`config.mk`:
```
export PLATFORM = sky130hd
export DESIGN_NAME = basic_mode_status_register
export DESIGN_NICKNAME = d
export VERILOG_FILES = /design/src/fault_detect.v /design/src/basic_mode_status_register.v
export VERILOG_INCLUDE_DIRS = /design/src
export SDC_FILE = /design/constraint.sdc
export NUM_CORES = 1
export LEC_CHECK = 0
export ABC_AREA = 1
export BUFFER_PORTS_ARGS = -buffer_cell sky130_fd_sc_hd__buf_2
export CAP_MARGIN = 20
export CORE_MARGIN = 2
export CORE_UTILIZATION = 28
export DETAILED_ROUTE_END_ITERATION = 10
export PLACE_DENSITY = 0.77
export SLEW_MARGIN = 20
export SYNTH_ARGS = -nofsm -noshare
export SYNTH_HDL_FRONTEND = slang
export SYNTH_HIERARCHICAL = 1
export SYNTH_SLANG_ARGS = --single-unit
export TNS_END_PERCENT = 30
```
`constraint.sdc`:
```
create_clock -name mclk -period 1.1 [get_ports mclk]
set_clock_uncertainty 0.2 [all_clocks]
set_input_delay 0 -clock mclk [delete_from_list [all_inputs] [get_ports mclk]]
set_output_delay 0 -clock mclk [all_outputs]
set_load 0.02 [all_outputs]
```
`src/basic_mode_status_defs.vh`:
```
// Purpose: Constants for the basic mode status register.
// Assumes: Management register addresses are 5 bits wide.
// Notes: Included by both design files.
`ifndef BASIC_MODE_STATUS_DEFS_VH
`define BASIC_MODE_STATUS_DEFS_VH
`define BMS_ADDR 5'h01
`define BMS_BIT_FAST_FD 14
`define BMS_BIT_FAST_HD 13
`define BMS_BIT_TEN_FD 12
`define BMS_BIT_TEN_HD 11
`define BMS_BIT_EXTENDED_STATUS_PRESENT 8
`define BMS_BIT_NO_PRE 6
`define BMS_BIT_NEG_DONE 5
`define BMS_BIT_REM_FAULT 4
`define BMS_BIT_NEG_ABLE 3
`define BMS_BIT_LINK 2
`define BMS_BIT_EXT_REG 0
`define BMS_FIXED_ONES 16'h7949
`define BMS_FAULT_RESET 1'b0
`define BMS_LINK_RESET 1'b0
`define BMS_PARTNER_FAULT_LO 12
`define BMS_PARTNER_FAULT_HI 13
`endif

```
`src/fault_detect.v`:
```
// Purpose: Combines the remote fault sources for the selected serial mode.
// Assumes: All inputs are synchronous to mclk.
// Notes: Output is registered so the status block sees a clean level.
`timescale 1ns/1ps
`include "basic_mode_status_defs.vh"
module fault_detect (
  input wire mclk,
  input wire sys_rst,
  input wire sgmiiMode,
  input wire lossOfSignalInput,
  input wire cdrLossOfLock,
  input wire [15:0] partnerAbilityWord,
  output reg faultPresent_ff
);
  wire [1:0] partnerFaultField;
  wire nxt_faultPresent;
  assign partnerFaultField =
    partnerAbilityWord[`BMS_PARTNER_FAULT_HI:`BMS_PARTNER_FAULT_LO];
  assign nxt_faultPresent = sgmiiMode ? (lossOfSignalInput | cdrLossOfLock)
                                      : (partnerFaultField != 2'h0);
  always @(posedge mclk or posedge sys_rst) begin
    if (sys_rst) begin
      faultPresent_ff <= 1'b0;
    end else begin
      faultPresent_ff <= nxt_faultPresent;
    end
  end
endmodule // fault_detect

```
`src/basic_mode_status_register.v`:
```
// Purpose: Read-only basic mode status register at management address 1.
// Assumes: Management access arrives as a read or write strobe with a 5-bit address.
// Notes: Latched flags update on the same edge that captures the read data, which holds their pre-read values.
//
// Contract
// - Bits 14 to 11 always read 1, advertising four speed/duplex abilities.
// - Bit 8 always reads 1: extended status register present.
// - Bit 6 always reads 1: preamble-less management frames accepted.
// - Bit 3 always reads 1: auto-negotiation capable.
// - Bit 0 always reads 1: extended registers implemented.
// - Bit 5 shows negotiation done; 0 while running or inactive.
// - SGMII mode: loss of signal or CDR loss of lock sets remote fault.
// - 1000BASE-X mode: partner fault field nonzero sets remote fault.
// - Remote fault sticks high; a read clears it only if fault absent.
// - Interrupt register gets a read-only copy of remote fault.
// - Link flag latches 0 on link down, held until read finds link up.
// - A read sets link flag to 1 if PCS is link-up, else unchanged.
// - Interrupt register gets a read-only copy of the link flag.
// - Writes to this register are ignored.
// - Decoded at address 1 regardless of page select.
`timescale 1ns/1ps
`include "basic_mode_status_defs.vh"
module basic_mode_status_register (
  input wire mclk,
  input wire sys_rst,
  input wire mgmtRead,
  input wire mgmtWrite,
  input wire [4:0] mgmtAddr,
  input wire [15:0] mgmtWriteData,
  input wire sgmiiMode,
  input wire negotiationDone,
  input wire pcsLinkUp,
  input wire lossOfSignalInput,
  input wire cdrLossOfLock,
  input wire [15:0] partnerAbilityWord,
  output reg [15:0] mgmtReadData_ff,
  output reg mgmtReadValid_ff,
  output reg remoteFaultCopy_ff,
  output reg linkStatusCopy_ff
);
  reg remoteFaultFlag_ff;
  reg linkStatusFlag_ff;
  reg nxt_remoteFaultFlag;
  reg nxt_linkStatusFlag;
  reg [15:0] nxt_readData;
  wire faultPresent;
  wire hit;

  fault_detect faultUnit (
    .mclk(mclk),
    .sys_rst(sys_rst),
    .sgmiiMode(sgmiiMode),
    .lossOfSignalInput(lossOfSignalInput),
    .cdrLossOfLock(cdrLossOfLock),
    .partnerAbilityWord(partnerAbilityWord),
    .faultPresent_ff(faultPresent)
  );

  // Page select is not consulted; the low addresses are never banked.
  assign hit = mgmtRead && (mgmtAddr == `BMS_ADDR);

  function [15:0] compose;
    input fault;
    input link;
    input done;
    begin
      compose = `BMS_FIXED_ONES;
      compose[`BMS_BIT_NEG_DONE] = done;
      compose[`BMS_BIT_REM_FAULT] = fault;
      compose[`BMS_BIT_LINK] = link;
    end
  endfunction

  always @* begin
    nxt_remoteFaultFlag = remoteFaultFlag_ff;
    nxt_linkStatusFlag = linkStatusFlag_ff;
    nxt_readData = compose(remoteFaultFlag_ff, linkStatusFlag_ff, negotiationDone);
    // A live event outranks the read update so a fault or drop is never lost.
    if (hit) begin
      if (!faultPresent) begin
        nxt_remoteFaultFlag = 1'b0;
      end
      if (pcsLinkUp) begin
        nxt_linkStatusFlag = 1'b1;
      end
    end
    if (faultPresent) begin
      nxt_remoteFaultFlag = 1'b1;
    end
    if (!pcsLinkUp) begin
      nxt_linkStatusFlag = 1'b0;
    end
  end

  // Writes carry no effect: mgmtWrite and mgmtWriteData steer nothing here.
  always @(posedge mclk or posedge sys_rst) begin
    if (sys_rst) begin
      remoteFaultFlag_ff <= `BMS_FAULT_RESET;
      linkStatusFlag_ff <= `BMS_LINK_RESET;
      mgmtReadData_ff <= 16'h0000;
      mgmtReadValid_ff <= 1'b0;
      remoteFaultCopy_ff <= 1'b0;
      linkStatusCopy_ff <= 1'b0;
    end else begin
      remoteFaultFlag_ff <= nxt_remoteFaultFlag;
      linkStatusFlag_ff <= nxt_linkStatusFlag;
      mgmtReadValid_ff <= hit;
      if (hit) begin
        mgmtReadData_ff <= nxt_readData;
      end
      remoteFaultCopy_ff <= nxt_remoteFaultFlag;
      linkStatusCopy_ff <= nxt_linkStatusFlag;
    end
  end
endmodule // basic_mode_status_register

```
==> summary.md <==
| Metric | Value |
|---|---|
| Worst r2r path cells | 2 |
| RSZ-0062 raised after global routing | no |
| # placed instances | 86 |
| Total Routing Usage GR | 10.14% |
| Detailed Route WL | 963 µm |
| Hold path startpoint | mgmtAddr[1] |
| Initial antenna violation count | 0 |
| Wirelength per Cell | 9.727 µm |
| Max-slew violations | 0 |
| Worst r2r dst | mgmtReadData_ff[2]$_DFFE_PP0P_ |
| Hold-fix buffers at CTS | 10 |
| Tmin final | 1.050 ns |
| Mapped Area | 441.7 µm² |
| Hold crit path type | in2reg |
| Peak VDD IR | 0.0005370 V |
| Fin Setup TNS | 0 ns |
| Reg clk slew, reported paths | 0.05 ns |
| Vias | 404 |
| Total power | 0.6983 mW |
| Port-buffer cells | 28 |
| First-pass GRT wire length | 1.373 mm |
| Register-to-register setup slack | 0.24 ns |
| Synth cell types | 11 |
| Fin Hold WS | -0.1503 ns |
| Critical path type | reg2out |
| Pwr dens | 1049 mW/mm² |
| Cell family with most CP delay | flip-flops |
| Area Overhead vs Synth | 50.71% |
| Final instance area | 665.6 µm² |
| Failing checks | hold timing |
| Status | finished, violations left |
| Die ar. | 0.001911 mm² |
| DRT Pass-1 Iters | 3 |
| Initial core utilization | 29.66% |
| Synth Instances | 50 |
| Lkg Pwr | 0.3755 nW |
| Clock buffer depth | 2 |
| Avg Cell Area, Syn | 8.833 µm² |
| Chip width | 43.72 µm |
| Htree depth | 1 |
| Crit path DAT | 0.85 ns |
| Via density | 4.081 |
| Final instance count without filler cells | 99 |
| Fmax | 952.0 MHz |
| # diodes | 0 |
| DRC Markers | 0 |
| Yosys warns | 6 |
| Final weighted congestion in routability-driven placement | 0.6529 |
| Share of layout cells above drive strength 1 | 44.58% |
| ANT nets after route | 0 |
| WHS Endpoint | mgmtReadData_ff[2]$_DFFE_PP0P_ |
| Final Setup Violations | 0 |
| CTS Root Cell | clkbuf_4 |
| CTS tree | done |
| Vert. Die Dim | 43.72 µm |
| Io pins | 65 |
| Worst path buffer plus inverter count | 1 |
| Clock latency on the worst-skew pair | 0.25 ns |
| Placed cell areas | 526.8 µm² |
| # fillers | 136 |
| Critical-path cell list | buf_2 |
| Sequential fraction of the synthesis area | 45.33% |
| Hold depth | 4 |
| Max Cap Viol | 0 |
| Core area | 0.001489 mm² |
| Reg-to-reg startpoint | compose.link$_DFFE_PP0P_ |
| Crit path capture type | output port |
| GR Overflow Total | 0 |
| Final nets | 131 |
| Vias in the first global route | 381 |
| Yosys reg bits | 8 |
| Fin crit share | 95.49% |
| Maximum fanout along the worst path | 9 |
| Total CTS buffers | 3 |
| Largest net degree at the start of global routing | 10 |
| Final hold violations | 6 |
| Delay of the slowest critical-path stage | 0.43 ns |
| Site Rows | 14 |
| Slowest cell on the critical path | dfrtp_2 |
| Required time worst endpoint | 0.90 ns |
| CTS sink cnt | 8 |
| Worst setup SP type | register |
| 1st-iter DRT viols | 2 |
## synthesized netlist by cell type
library cell | instances | area share (%)
nand3_4 | 1 | 4.0
o21ai_1 | 1 | 1.1
nand2_1 | 10 | 8.5
dfrtp_1 | 8 | 45
o21bai_1 | 1 | 1.7
a21oi_2 | 1 | 2.0
inv_1 | 9 | 7.6
conb_1 | 1 | 0.85
buf_4 | 12 | 20
nand4_1 | 3 | 4.2
nor2_2 | 3 | 4.2
## power by group
part           internal (mW)  leakage, nW  switching (mW)  total (mW)
clock                  0.125       0.0138          0.0956       0.220
combinational         0.0667        0.266          0.0878       0.155
sequential             0.315       0.0953         0.00890       0.324
## final cells by class
type                       count  area, µm²  area share, %
timing repair buffer          38      240.2          36.09
sequential                     8      201.4          30.26
multi-input combinational     25      147.6          22.18
inverter                       9      33.78          5.075
clock buffer                   3      22.52          3.383
tap                           16      20.02          3.008
## how the worst max path moves through the flow
stage,slack [ns],from,end,cells past startpoint
after floorplan,0.16,mgmtReadData_ff[3]$_DFFE_PP0P_,mgmtReadData_ff[3]$_DFFE_PP0P_,2
after global placement,0.21,mgmtAddr[4],mgmtReadData_ff[2]$_DFFE_PP0P_,5
after detailed placement,0.20,mgmtAddr[3],mgmtReadData_ff[2]$_DFFE_PP0P_,5
after CTS,0.004,mgmtReadData_ff[3]$_DFFE_PP0P_,mgmtReadData_ff[11],1
after global routing,0.007,mgmtReadData_ff[3]$_DFFE_PP0P_,mgmtReadData_ff[11],1
final,0.05,mgmtReadData_ff[3]$_DFFE_PP0P_,mgmtReadData_ff[3],1
## worst min-delay path, cell delays in order
cell and delay [ns]:
buf_2 0.10, nor2_4 0.05, nand4_1 0.06, nand2_1 0.05
## cell usage in the layout (no fill, tap or decap)
cell / instances
dfrtp_1: 7
buf_2: 28
conb_1: 5
nand2_1: 10
dlygate4sd3_1: 10
o21ai_1: 1
clkbuf_4: 3
o21bai_1: 1
inv_1: 9
dfrtp_2: 1
nor2_4: 3
nand4_1: 3
nand3_4: 1
a21oi_2: 1
## per-stage QoR
stage          utilization (%)  setup WS (ns)
6_report                 44.71        0.04958
4_1_cts                  43.61       0.003776
2_1_floorplan                -         0.1587
5_1_grt                  44.71       0.007395
3_5_place_dp             35.38         0.2015
3_3_place_gp             35.38         0.2103
## cell families after synthesis
kind of cell | after synthesis | share of synthesized area [%]
buffers and inverters | 21 | 28.05
flip-flops | 8 | 45.33
AO/OA/AOI/OAI | 3 | 4.816
other | 1 | 0.8490
AND/OR/NAND/NOR | 17 | 20.97
## flip-flops by register name, summed over array words and instances, names as in the netlist
signal	flops
faultUnit/faultPresent_ff	1
compose.link	1
mgmtReadData_ff	4
mgmtReadValid_ff	1
compose.fault	1
## what timing repair did
action / 4_1_cts / 5_1_grt
setup buffers: 0 / 0
hold endpoints to repair: 16 / 6
endpoints found under the setup margin: 0 / 9
gates resized for setup: 0 / 4
## per-layer routing
layer / up-vias / share of wire, % / wire (µm) / global-route usage [%]
met5: - / 0 / 0 / 0
met1: 177 / 30 / 291 / 7.292
met3: 2 / 9.9 / 95 / 6.250
li1: 203 / - / - / -
met2: 22 / 59 / 571 / 21.18
met4: 0 / 0.42 / 4 / 1.818
(Power assumes the default switching activity.)
